`src/logic/sohm_pkg.sv`:
```
// shared constants, register map and state layout of the overhead monitor registers
package sohm_pkg;

    // ********************************************************************
    // register offsets
    // ********************************************************************
    localparam logic [7:0] MASTER_LOAD_OFS        = 8'h00;
    localparam logic [7:0] LINE_PARITY_LO_OFS     = 8'h1A;
    localparam logic [7:0] LINE_PARITY_HI_OFS     = 8'h1C;
    localparam logic [7:0] LINE_REMOTE_ERR_LO_OFS = 8'h1D;
    localparam logic [7:0] LINE_REMOTE_ERR_MID_OFS = 8'h1E;
    localparam logic [7:0] LINE_REMOTE_ERR_HI_OFS = 8'h1F;
    localparam logic [7:0] LINE_TX_CONTROL_OFS    = 8'h20;
    localparam logic [7:0] LINE_TX_DIAG_OFS       = 8'h21;
    localparam logic [7:0] PATH_ALARM_STATE_OFS   = 8'h30;
    localparam logic [7:0] PATH_EVENT_FLAGS_OFS   = 8'h31;
    localparam logic [7:0] PATH_EVENT_ENABLES_OFS = 8'h33;
    localparam logic [7:0] PATH_LABEL_OFS         = 8'h37;
    localparam logic [7:0] PATH_PARITY_LO_OFS     = 8'h38;
    localparam logic [7:0] PATH_PARITY_HI_OFS     = 8'h39;
    localparam logic [7:0] PATH_FAR_ERR_HI_OFS    = 8'h3B;

    // ********************************************************************
    // field positions
    // ********************************************************************
    localparam int POINTER_LOSS_BIT    = 5;
    localparam int PATH_ALARM_IND_BIT  = 3;
    localparam int PATH_REMOTE_BIT     = 2;
    localparam int PATH_PARITY_BIT     = 1;
    localparam int PATH_FAR_ERR_BIT    = 0;
    localparam int LABEL_CHANGE_BIT    = 7;
    localparam int STATUS_RSV_HI_BIT   = 7;
    localparam int STATUS_RSV_LO_BIT   = 0;
    localparam logic [7:0] FLAG_MASK   = 8'hAF;
    localparam logic [2:0] REMOTE_DEFECT_CODE = 3'h6;

    // ********************************************************************
    // counts and timing
    // ********************************************************************
    localparam logic [19:0] LINE_CNT_MAX   = 20'hFFFFF;
    localparam logic [19:0] PATH_CNT_MAX   = 20'h0FFFF;
    localparam logic [1:0]  LABEL_REPEATS  = 2'h3;
    localparam int          CLK_PERIOD_NS  = 25;
    localparam int          POLL_TIME_NS   = 7000;
    localparam int          POLL_MAX_CYC   = POLL_TIME_NS / CLK_PERIOD_NS;

    // ********************************************************************
    // state of the register block
    // ********************************************************************
    typedef struct packed {
        logic [19:0] line_acc;
        logic [19:0] line_remote_err_count;
        logic [15:0] path_acc;
        logic [15:0] path_parity_err_count;
        logic [6:0]  tx_ctrl;
        logic        line_parity_corrupt;
        logic [1:0]  status_rsv;
        logic [7:0]  flags;
        logic [7:0]  enables;
        logic [2:0]  alarm_prev;
        logic [7:0]  path_label_value;
        logic [7:0]  cand;
        logic [1:0]  cand_cnt;
        logic [7:0]  rdata;
        logic        irq;
        logic [7:0]  k2_out;
        logic [7:0]  b2_out;
    } sohm_state_type;

    localparam sohm_state_type STATE_RESET = '0;

endpackage : sohm_pkg

```
`src/logic/sohm_regs.sv`:
```
// line and path overhead monitor register bank with transmit diagnostics
//
// The plain strobed port was chosen for this implementation.
`timescale 1ns/10ps

module sohm_regs (
    input  wire logic       REF_CLK_I,
    input  wire logic       SYS_RST_I,
    input  wire logic [7:0] REG_ADDR_I,
    input  wire logic [7:0] REG_WDATA_I,
    input  wire logic       REG_WR_I,
    input  wire logic       REG_RD_I,
    output logic      [7:0] REG_RDATA_O,
    input  wire logic       LINE_REMOTE_ERR_I,
    input  wire logic       PATH_PARITY_ERR_I,
    input  wire logic       PATH_FAR_ERR_I,
    input  wire logic       POINTER_LOSS_STATE_I,
    input  wire logic       PATH_ALARM_IND_STATE_I,
    input  wire logic       PATH_REMOTE_DEFECT_STATE_I,
    input  wire logic       LABEL_STROBE_I,
    input  wire logic [7:0] LABEL_BYTE_I,
    input  wire logic [7:0] TX_K2_I,
    input  wire logic [7:0] TX_B2_I,
    output logic      [7:0] TX_K2_O,
    output logic      [7:0] TX_B2_O,
    output logic            INT_O
);

    // ********************************************************************
    // helpers
    // ********************************************************************
    localparam int POLL_BOUND = sohm_pkg::POLL_MAX_CYC;

    // saturating increment shared by both accumulators
    function automatic logic [19:0] sat_inc(input logic [19:0] v,
                                            input logic [19:0] maxv,
                                            input logic        inc);
        logic [19:0] r;
        r = v;
        if (inc && (v != maxv)) begin
            r = v + 20'h00001;
        end
        return r;
    endfunction : sat_inc

    // writes that poll the line counters
    function automatic logic line_poll_addr(input logic [7:0] a);
        return (a >= sohm_pkg::LINE_PARITY_LO_OFS) && (a <= sohm_pkg::LINE_REMOTE_ERR_HI_OFS);
    endfunction : line_poll_addr

    // writes that poll the path counters
    function automatic logic path_poll_addr(input logic [7:0] a);
        return (a >= sohm_pkg::PATH_PARITY_LO_OFS) && (a <= sohm_pkg::PATH_FAR_ERR_HI_OFS);
    endfunction : path_poll_addr

    sohm_pkg::sohm_state_type st_ff;
    sohm_pkg::sohm_state_type nxt_st;
    logic [7:0]               set_vec;
    logic                     line_poll;
    logic                     path_poll;
    logic [2:0]               alarm_now;

    // ********************************************************************
    // next state
    // ********************************************************************
    always_comb begin
        logic       label_chg;
        logic [7:0] rd_val;
        logic       master;
        logic [19:0] path_inc;
        label_chg = 1'b0;
        rd_val    = 8'h00;
        master    = REG_WR_I && (REG_ADDR_I == sohm_pkg::MASTER_LOAD_OFS);
        path_inc  = sat_inc({4'h0, st_ff.path_acc}, sohm_pkg::PATH_CNT_MAX,
                            PATH_PARITY_ERR_I);
        nxt_st    = st_ff;
        alarm_now = {POINTER_LOSS_STATE_I, PATH_ALARM_IND_STATE_I, PATH_REMOTE_DEFECT_STATE_I};
        line_poll = master || (REG_WR_I && line_poll_addr(REG_ADDR_I));
        path_poll = master || (REG_WR_I && path_poll_addr(REG_ADDR_I));

        // line far-end error accumulator, event beside a poll starts new interval
        if (line_poll) begin
            nxt_st.line_remote_err_count = st_ff.line_acc;
            nxt_st.line_acc = {19'h00000, LINE_REMOTE_ERR_I};
        end else begin
            nxt_st.line_acc = sat_inc(st_ff.line_acc, sohm_pkg::LINE_CNT_MAX,
                                      LINE_REMOTE_ERR_I);
        end

        // path parity accumulator
        if (path_poll) begin
            nxt_st.path_parity_err_count = st_ff.path_acc;
            nxt_st.path_acc = {15'h0000, PATH_PARITY_ERR_I};
        end else begin
            nxt_st.path_acc = path_inc[15:0];
        end

        // label filter: a new byte must repeat in consecutive frames
        if (LABEL_STROBE_I) begin
            if (LABEL_BYTE_I == st_ff.path_label_value) begin
                nxt_st.cand_cnt = 2'h0;
            end else if ((LABEL_BYTE_I == st_ff.cand) && (st_ff.cand_cnt != 2'h0)) begin
                nxt_st.cand_cnt = st_ff.cand_cnt + 2'h1;
                if (st_ff.cand_cnt + 2'h1 == sohm_pkg::LABEL_REPEATS) begin
                    nxt_st.path_label_value = LABEL_BYTE_I;
                    nxt_st.cand_cnt = 2'h0;
                    label_chg = 1'b1;
                end
            end else begin
                nxt_st.cand     = LABEL_BYTE_I;
                nxt_st.cand_cnt = 2'h1;
            end
        end

        // event flags, a new event wins over the read clear
        nxt_st.alarm_prev = alarm_now;
        set_vec = 8'h00;
        set_vec[sohm_pkg::PATH_FAR_ERR_BIT]   = PATH_FAR_ERR_I;
        set_vec[sohm_pkg::PATH_PARITY_BIT]    = PATH_PARITY_ERR_I;
        set_vec[sohm_pkg::PATH_REMOTE_BIT]    = alarm_now[0] ^ st_ff.alarm_prev[0];
        set_vec[sohm_pkg::PATH_ALARM_IND_BIT] = alarm_now[1] ^ st_ff.alarm_prev[1];
        set_vec[sohm_pkg::POINTER_LOSS_BIT]   = alarm_now[2] ^ st_ff.alarm_prev[2];
        set_vec[sohm_pkg::LABEL_CHANGE_BIT]   = label_chg;
        if (REG_RD_I && (REG_ADDR_I == sohm_pkg::PATH_EVENT_FLAGS_OFS)) begin
            nxt_st.flags = set_vec & sohm_pkg::FLAG_MASK;
        end else begin
            nxt_st.flags = (st_ff.flags | set_vec) & sohm_pkg::FLAG_MASK;
        end

        // register writes
        if (REG_WR_I) begin
            case (REG_ADDR_I)
                sohm_pkg::LINE_TX_CONTROL_OFS: begin
                    nxt_st.tx_ctrl = REG_WDATA_I[6:0];
                end
                sohm_pkg::LINE_TX_DIAG_OFS: begin
                    nxt_st.line_parity_corrupt = REG_WDATA_I[0];
                end
                sohm_pkg::PATH_ALARM_STATE_OFS: begin
                    nxt_st.status_rsv = {REG_WDATA_I[sohm_pkg::STATUS_RSV_HI_BIT],
                                         REG_WDATA_I[sohm_pkg::STATUS_RSV_LO_BIT]};
                end
                sohm_pkg::PATH_EVENT_ENABLES_OFS: begin
                    nxt_st.enables = REG_WDATA_I;
                end
                default: begin
                end
            endcase
        end

        // read mux, data shown only in the cycle after the strobe
        case (REG_ADDR_I)
            sohm_pkg::LINE_REMOTE_ERR_LO_OFS: begin
                rd_val = st_ff.line_remote_err_count[7:0];
            end
            sohm_pkg::LINE_REMOTE_ERR_MID_OFS: begin
                rd_val = st_ff.line_remote_err_count[15:8];
            end
            sohm_pkg::LINE_REMOTE_ERR_HI_OFS: begin
                rd_val = {4'h0, st_ff.line_remote_err_count[19:16]};
            end
            sohm_pkg::LINE_TX_CONTROL_OFS: begin
                rd_val = {1'b0, st_ff.tx_ctrl};
            end
            sohm_pkg::LINE_TX_DIAG_OFS: begin
                rd_val = {7'h00, st_ff.line_parity_corrupt};
            end
            sohm_pkg::PATH_ALARM_STATE_OFS: begin
                rd_val = 8'h00;
                rd_val[sohm_pkg::STATUS_RSV_HI_BIT]  = st_ff.status_rsv[1];
                rd_val[sohm_pkg::STATUS_RSV_LO_BIT]  = st_ff.status_rsv[0];
                rd_val[sohm_pkg::POINTER_LOSS_BIT]   = POINTER_LOSS_STATE_I;
                rd_val[sohm_pkg::PATH_ALARM_IND_BIT] = PATH_ALARM_IND_STATE_I;
                rd_val[sohm_pkg::PATH_REMOTE_BIT]    = PATH_REMOTE_DEFECT_STATE_I;
            end
            sohm_pkg::PATH_EVENT_FLAGS_OFS: begin
                rd_val = st_ff.flags;
            end
            sohm_pkg::PATH_EVENT_ENABLES_OFS: begin
                rd_val = st_ff.enables;
            end
            sohm_pkg::PATH_LABEL_OFS: begin
                rd_val = st_ff.path_label_value;
            end
            sohm_pkg::PATH_PARITY_LO_OFS: begin
                rd_val = st_ff.path_parity_err_count[7:0];
            end
            sohm_pkg::PATH_PARITY_HI_OFS: begin
                rd_val = st_ff.path_parity_err_count[15:8];
            end
            default: begin
                rd_val = 8'h00;
            end
        endcase
        nxt_st.rdata = REG_RD_I ? rd_val : 8'h00;

        // interrupt follows enabled flags
        nxt_st.irq = |(st_ff.flags & st_ff.enables);

        // transmit overhead corruption and insertion
        nxt_st.k2_out = st_ff.tx_ctrl[0] ? {TX_K2_I[7:3], sohm_pkg::REMOTE_DEFECT_CODE}
                                         : TX_K2_I;
        nxt_st.b2_out = st_ff.line_parity_corrupt ? ~TX_B2_I : TX_B2_I;
    end

    // ********************************************************************
    // state register
    // ********************************************************************
    always_ff @(posedge REF_CLK_I) begin
        if (SYS_RST_I) begin
            st_ff <= sohm_pkg::STATE_RESET;
        end else begin
            st_ff <= nxt_st;
        end
    end

    // outputs straight from the state register
    assign REG_RDATA_O = st_ff.rdata;
    assign TX_K2_O     = st_ff.k2_out;
    assign TX_B2_O     = st_ff.b2_out;
    assign INT_O       = st_ff.irq;
endmodule : sohm_regs

```
`config.mk`:
```
export PLATFORM = sky130hd
export DESIGN_NAME = sohm_regs
export DESIGN_NICKNAME = d
export VERILOG_FILES = /design/src/logic/sohm_pkg.sv /design/src/logic/sohm_regs.sv
export SDC_FILE = /design/constraint.sdc
export NUM_CORES = 1
export LEC_CHECK = 0
export BUFFER_PORTS_ARGS = -buffer_cell sky130_fd_sc_hd__buf_2
export CAP_MARGIN = 20
export CELL_PAD_IN_SITES_DETAIL_PLACEMENT = 1
export CELL_PAD_IN_SITES_GLOBAL_PLACEMENT = 1
export CORE_ASPECT_RATIO = 1.5
export CORE_UTILIZATION = 44
export DETAILED_ROUTE_END_ITERATION = 12
export GPL_TIMING_DRIVEN = 1
export PLACE_DENSITY = 0.77
export SYNTH_ARGS = -nofsm -noshare
export SYNTH_HDL_FRONTEND = slang
export SYNTH_SLANG_ARGS = --single-unit
```
`constraint.sdc`:
```
create_clock -name REF_CLK_I -period 2.7 [get_ports REF_CLK_I]
set_input_delay 0.54 -clock REF_CLK_I [delete_from_list [all_inputs] [get_ports REF_CLK_I]]
set_output_delay 0.54 -clock REF_CLK_I [all_outputs]
set_load 0.05 [all_outputs]
```
# ---- After elaboration in Yosys (flattened, before gate mapping)
# Index checks and enable logic that the tools add are counted.
dict set report totals {
  reg_bits 144
  in_bits 51
  output_inout_bits 25
  word_cells 93
}
dict set report classes {
  addsub 3
  magnitude_cmp 4
  eq_ne 16
  mux 15
  n_bitwise 9
  n_reduce_logical 26
}
# cell n
set ops {}
lappend ops {{8-bit one-hot mux with 11 select lines} 1}
lappend ops {{8-bit by 6-bit equality test with 1-bit output (second input constant)} 8}
lappend ops {{8-bit by 5-bit equality test with 1-bit output (second input constant)} 3}
lappend ops {{20-bit by 1-bit adder with 20-bit output (second input constant)} 1}
lappend ops {{20-bit inequality test (second input constant)} 1}
lappend ops {{16-bit by 1-bit adder with 16-bit output (second input constant)} 1}
lappend ops {{8-bit equality test} 2}
lappend ops {{8-bit 2-to-1 mux} 2}
lappend ops {{16-bit inequality test (second input constant)} 1}
lappend ops {{1-bit logical AND} 9}
lappend ops {{8-bit AND} 1}
lappend ops {{8-bit by 5-bit greater-or-equal comparator with 1-bit output (second input constant)} 1}
lappend ops {{8-bit by 6-bit greater-or-equal comparator with 1-bit output (second input constant)} 1}
lappend ops {{8-bit by 5-bit less-or-equal comparator with 1-bit output (second input constant)} 1}
lappend ops {{8-bit by 6-bit less-or-equal comparator with 1-bit output (second input constant)} 1}
lappend ops {{8-bit logical NOT} 1}
lappend ops {{1-bit 2-to-1 mux} 8}
lappend ops {{8-bit NOT} 1}
lappend ops {{8-bit OR} 1}
lappend ops {{2-bit AND reduction} 4}
lappend ops {{2-bit OR reduction} 4}
lappend ops {{8-bit OR reduction} 1}
lappend ops {{2-bit 2-to-1 mux} 3}
lappend ops {{2-bit nonzero test} 3}
lappend ops {{other kinds (8)} 13}

# ---- Longest topological paths before layout
dict set report logic_depth {
  depth_word 8
  ltp_mapped 8
  mapped_depth_nobuf 6
}

# ---- Worst setup path after synthesis
# Ideal clock, no wire load.
dict set report synth_path {
  path_kind {input port to flip-flop}
  start {in REG_ADDR_I[4]}
  end {reg st_ff[124] (netlist name)}
  setup_ns 0.122
  t_arrival_ns 2.081
  required_time_ns 2.578
  slack_ns 0.497
  stages 6
  n_path_buf 1
  path_cell_list {buf_2 or4_4 o22ai_2 nand2_2 a32o_1 a311o_1}
}
dict set report synth_between {
  elab_chain_len 5
  word_cells_on_any_way 9
  cone_classes {2 x order compare; 1 x mux; 6 x reduce/logical}
}
# element line_no
set synth_lines {}
lappend synth_lines {{start, declared} sohm_regs.sv:9} ;# input wire logic [7:0] REG_ADDR_I,
lappend synth_lines {{8-bit by 5-bit greater-or-equal comparator with 1-bit output or 8-bit by 5-bit less-or-equal comparator with 1-bit output (tied branches)} sohm_regs.sv:48} ;# return (a >= sohm_pkg::LINE_PARITY_LO_OFS) && (a <= sohm_pkg::LINE_REMOTE_ERR_HI_OFS);
lappend synth_lines {{1-bit logical AND} sohm_regs.sv:48}
lappend synth_lines {{1-bit logical AND} sohm_regs.sv:78} ;# line_poll = master || (REG_WR_I && line_poll_addr(REG_ADDR_I));
lappend synth_lines {{1-bit logical OR *} sohm_regs.sv:78}
lappend synth_lines {{1-bit 2-to-1 mux or 2-bit nonzero test (tied branches)} --}
lappend synth_lines {{end signal, assigned} sohm_regs.sv:211} ;# st_ff <= sohm_pkg::STATE_RESET;
lappend synth_lines {{end signal, assigned} sohm_regs.sv:213} ;# st_ff <= nxt_st;
lappend synth_lines {{end, declared} sohm_regs.sv:56} ;# sohm_pkg::sohm_state_type st_ff;
# Every way passes the cells marked *; elsewhere a longest branch is shown, timed or not.
# A chain may end at the register's enable or synchronous reset.

# ---- Final worst setup path
dict set report layout_path {
  start {reg st_ff[88] (netlist name)}
  end {reg st_ff[101] (netlist name)}
}
dict set report layout_between {
  elab_chain_len 2
  word_cells_on_any_way 3
  cone_classes {1 x add/sub; 1 x eq/ne; 1 x reduce/logical}
}
# element
set layout_lines {}
lappend layout_lines {{parallel branches: the longest is 2 deep, another holds 16-bit by 1-bit adder with 16-bit output}}
# Several ways; the timed one is not identified.

==> results.py <==
metrics = {
    "clock_tree": {
        "post_cts_resize_count": 0,
        "cts_sinks": 142,
        "clkTransAtPathRegs_ns": 0.06,
        "cts_tree": "done",
        "post_cts_buffers": 0,
        "cts_hold_buf": 0,
        "clock_latency_ns": 0.42,
        "numCtsBuffers": 17,
        "cts-root-buf": "clkbuf_16",
        "clockBufferDepth": 2,
        "h-tree-depth": 4,
    },
    "grt": {
        "grt_pass1_wl_mm": 29.6,
        "track_usage_pct": 25.2,
        "use_met1_pct": 28.1,
        "grt_pass1_vias": 5826,
        "grt_max_degree": 42,
        "antenna_found_initial": 2,
        "gr-usage-met3_pct": 5.72,
        "met2_usage_pct": 44.1,
        "busiest_layer": "met2",
        "gr-total-overflow": 0,
    },
    "detailed_routing": {
        "wirelength_mm": 18.4,
        "wl_per_cell_um": 18.3,
        "firstDrtPassIters": 4,
        "drtIter0Drc": 162,
        "via_per_inst": 5.66,
        "drcViolationCount": 0,
        "vias": 5713,
        "drtAntennaViolNets": 0,
    },
    "placed_design": {
        "portBuffers": 75,
        "dp_hpwl_mm": 13.6,
        "gp_congestion": 0.886,
    },
    "final_layout": {
        "area_growth_pct": 14.2,
        "nNetsFinal": 854,
        "n_antenna_cell": 0,
        "drive_gt1_share_pct": 16.5,
        "nFillCells": 1743,
    },
    "synth": {
        "synth_warnings": 0,
        "ys_ff_latch": 142,
        "synth_top_cell_by_area": "dfxtp_1",
        "post-synth-top-count-cell": "dfxtp_1",
        "seq_area_frac_synth_pct": 43.5,
        "synth_cell_types": 59,
        "synth_ff_type": "dfxtp_1",
        "synth_top_cell_area_share_pct": 43.5,
        "synth.avg_cell_area_sq_um": 8.58,
        "synth_nets": 814,
        "async_reset_ff_share_pct": 0,
        "synth_area_leaders": "dfxtp_1, a21oi_1, nor2_1",
        "synth_edf_count": 0,
        "synth_area_sq_um": 6530,
        "ys_top_cells_by_count": "dfxtp_1, nor2_1, a21oi_1, nand2_1, nand3_1",
        "syn_inst": 761,
    },
    "worst_setup_path": {
        "cp.arrival_ns": 2.42,
        "start_kind": "flop",
        "end_kind": "flop",
        "cp.required_ns": 2.99,
        "crit_type": "flop to flop",
        "cp_max_fo": 14,
        "crit_start": "st_ff[88]$_SDFFE_PP0P_",
        "r2r-start": "st_ff[88]$_SDFFE_PP0P_",
    },
    "sta": {
        "tightest_slew_ns": 1.09,
        "slew_violations": 0,
        "finClkSkew_ns": 0.00841,
        "rsz0062_at_grt": "false",
        "finalHoldViolations": 0,
        "setup_viol": 0,
        "max-slew-margin-rel_pct": 26.4,
        "setup_tns_ns": 0,
        "fmax_ghz": 0.471,
        "finalCritPeriodShare_pct": 78.7,
        "hold_ws_ns": 0.328,
        "period_needed_ns": 2.13,
    },
    "floorplan": {
        "dieWidth_um": 101,
        "initial_core_util_pct": 45.0,
        "die_area_sq_um": 15300,
        "rows": 54,
        "die_height_um": 151,
        "core-area_sq_um": 14500,
        "io_pins": 76,
    },
    "power_and_ir_drop": {
        "p_int_uw": 3560,
        "vdd_drop_max_mv": 0.228,
        "p_leak_uw": 0.00278,
        "pwr-share-clk_pct": 47.0,
        "p_comb_share_pct": 6.6,
        "seq_power_share_pct": 46.4,
        "p_sw_uw": 1090,
        "power.density_nw_per_um2": 623,
        "swShare_pct": 23.5,
    },
    "hold_path": {
        "min_path_type": "input port to flop",
        "holdCritStartpoint": "TX_K2_I[7]",
    },
    "run": {
        "cap_violations": 0,
    },
    "run_status": {
        "status": "finished clean",
    },
}
final cells by class:
| class | count | area [sq um] | area share [%] |
|---|---|---|---|
| multi-input combinational | 542 | 3300 | 44.2 |
| sequential | 142 | 2840 | 38.1 |
| timing repair buffer | 92 | 505 | 6.78 |
| clock buffer | 24 | 482 | 6.46 |
| tap | 196 | 245 | 3.29 |
| clock inverter | 7 | 62.6 | 0.839 |
| inverter | 6 | 22.5 | 0.302 |
sequential cells by signal, indices dropped and copies added, names as in the netlist:
| signal | flops |
|---|---|
| REG_RDATA_O | 8 |
| st_ff | 117 |
| INT_O | 1 |
| TX_K2_O | 8 |
| TX_B2_O | 8 |
worst max-delay path, stage by stage (launching register included):
cell,delay (ns)
dfxtp_1,0.35
ha_1,0.29
and3_1,0.20
and4_1,0.35
nor4b_1,0.54
xnor2_1,0.20
nor2_1,0.06
power groups by stage:
stage / logic [uW] / clock network [uW] / registers, uW
CTS: 307 / 2230 / 2160
global placement: 293 / 0 / 2200
finish: 305 / 2190 / 2160
global route: 334 / 2310 / 2160
floorplan: 218 / 0 / 2190
detailed placement: 306 / 0 / 2200
path summary, 6_finish.rpt:
path	endpoint	slack, ns	cells past startpoint
worst max-delay path	st_ff[101]$_SDFFE_PP0P_	0.57	6
worst min-delay path	TX_K2_O[7]$_SDFF_PP0_	0.33	2
worst max register to register	st_ff[101]$_SDFFE_PP0P_	0.57	6
worst min register to register	st_ff[110]$_SDFFE_PP0P_	0.46	2
cell usage in the layout, fill, tap and decap left out, types with 14 or more instances in the layout:
cell type,count
a21oi_1,69
a22oi_1,15
buf_2,74
buf_4,18
clkbuf_16,17
dfxtp_1,142
mux2i_1,27
nand2_1,62
nand3_1,52
nand4_1,23
nor2_1,91
nor2b_1,15
nor3_1,15
o21ai_0,14
xnor2_1,37
xor2_1,17
routing by layer:
layer,share of wire (%),vias to the layer above
li1,-,2758
met1,42,2778
met2,50,127
met3,3.9,48
met4,3.7,2
met5,0.060,-
metrics by stage:
stage | power, uW | std cells | setup WS, ns | cell area [sq um] | utilization [%]
finish | 4650 | 1009 | 0.575 | 7460 | 51.4
global route | 4800 | 1009 | 0.463 | 7460 | 51.4
CTS | 4690 | 1009 | 0.583 | 7460 | 51.4
detailed placement | 2510 | 978 | 0.226 | 6920 | 47.6
global placement | 2490 | 978 | 0.318 | 6920 | 47.6
floorplan | 2410 | 761 | 0.497 | 6530 | -
cell families (layout without fill, tap and decap cells):
logic type | after synthesis | count (layout) | synth area share, %
AND/OR/NAND/NOR | 306 | 306 | 23.5
AO/OA/AOI/OAI | 146 | 146 | 13.9
flip-flops | 142 | 142 | 43.5
buffers and inverters | 77 | 129 | 6.07
XOR/XNOR | 54 | 54 | 7.24
multiplexers | 34 | 34 | 5.34
adder cells (fa/ha/maj) | 2 | 2 | 0.383
No activity file was read; power rests on OpenSTA's default activity.
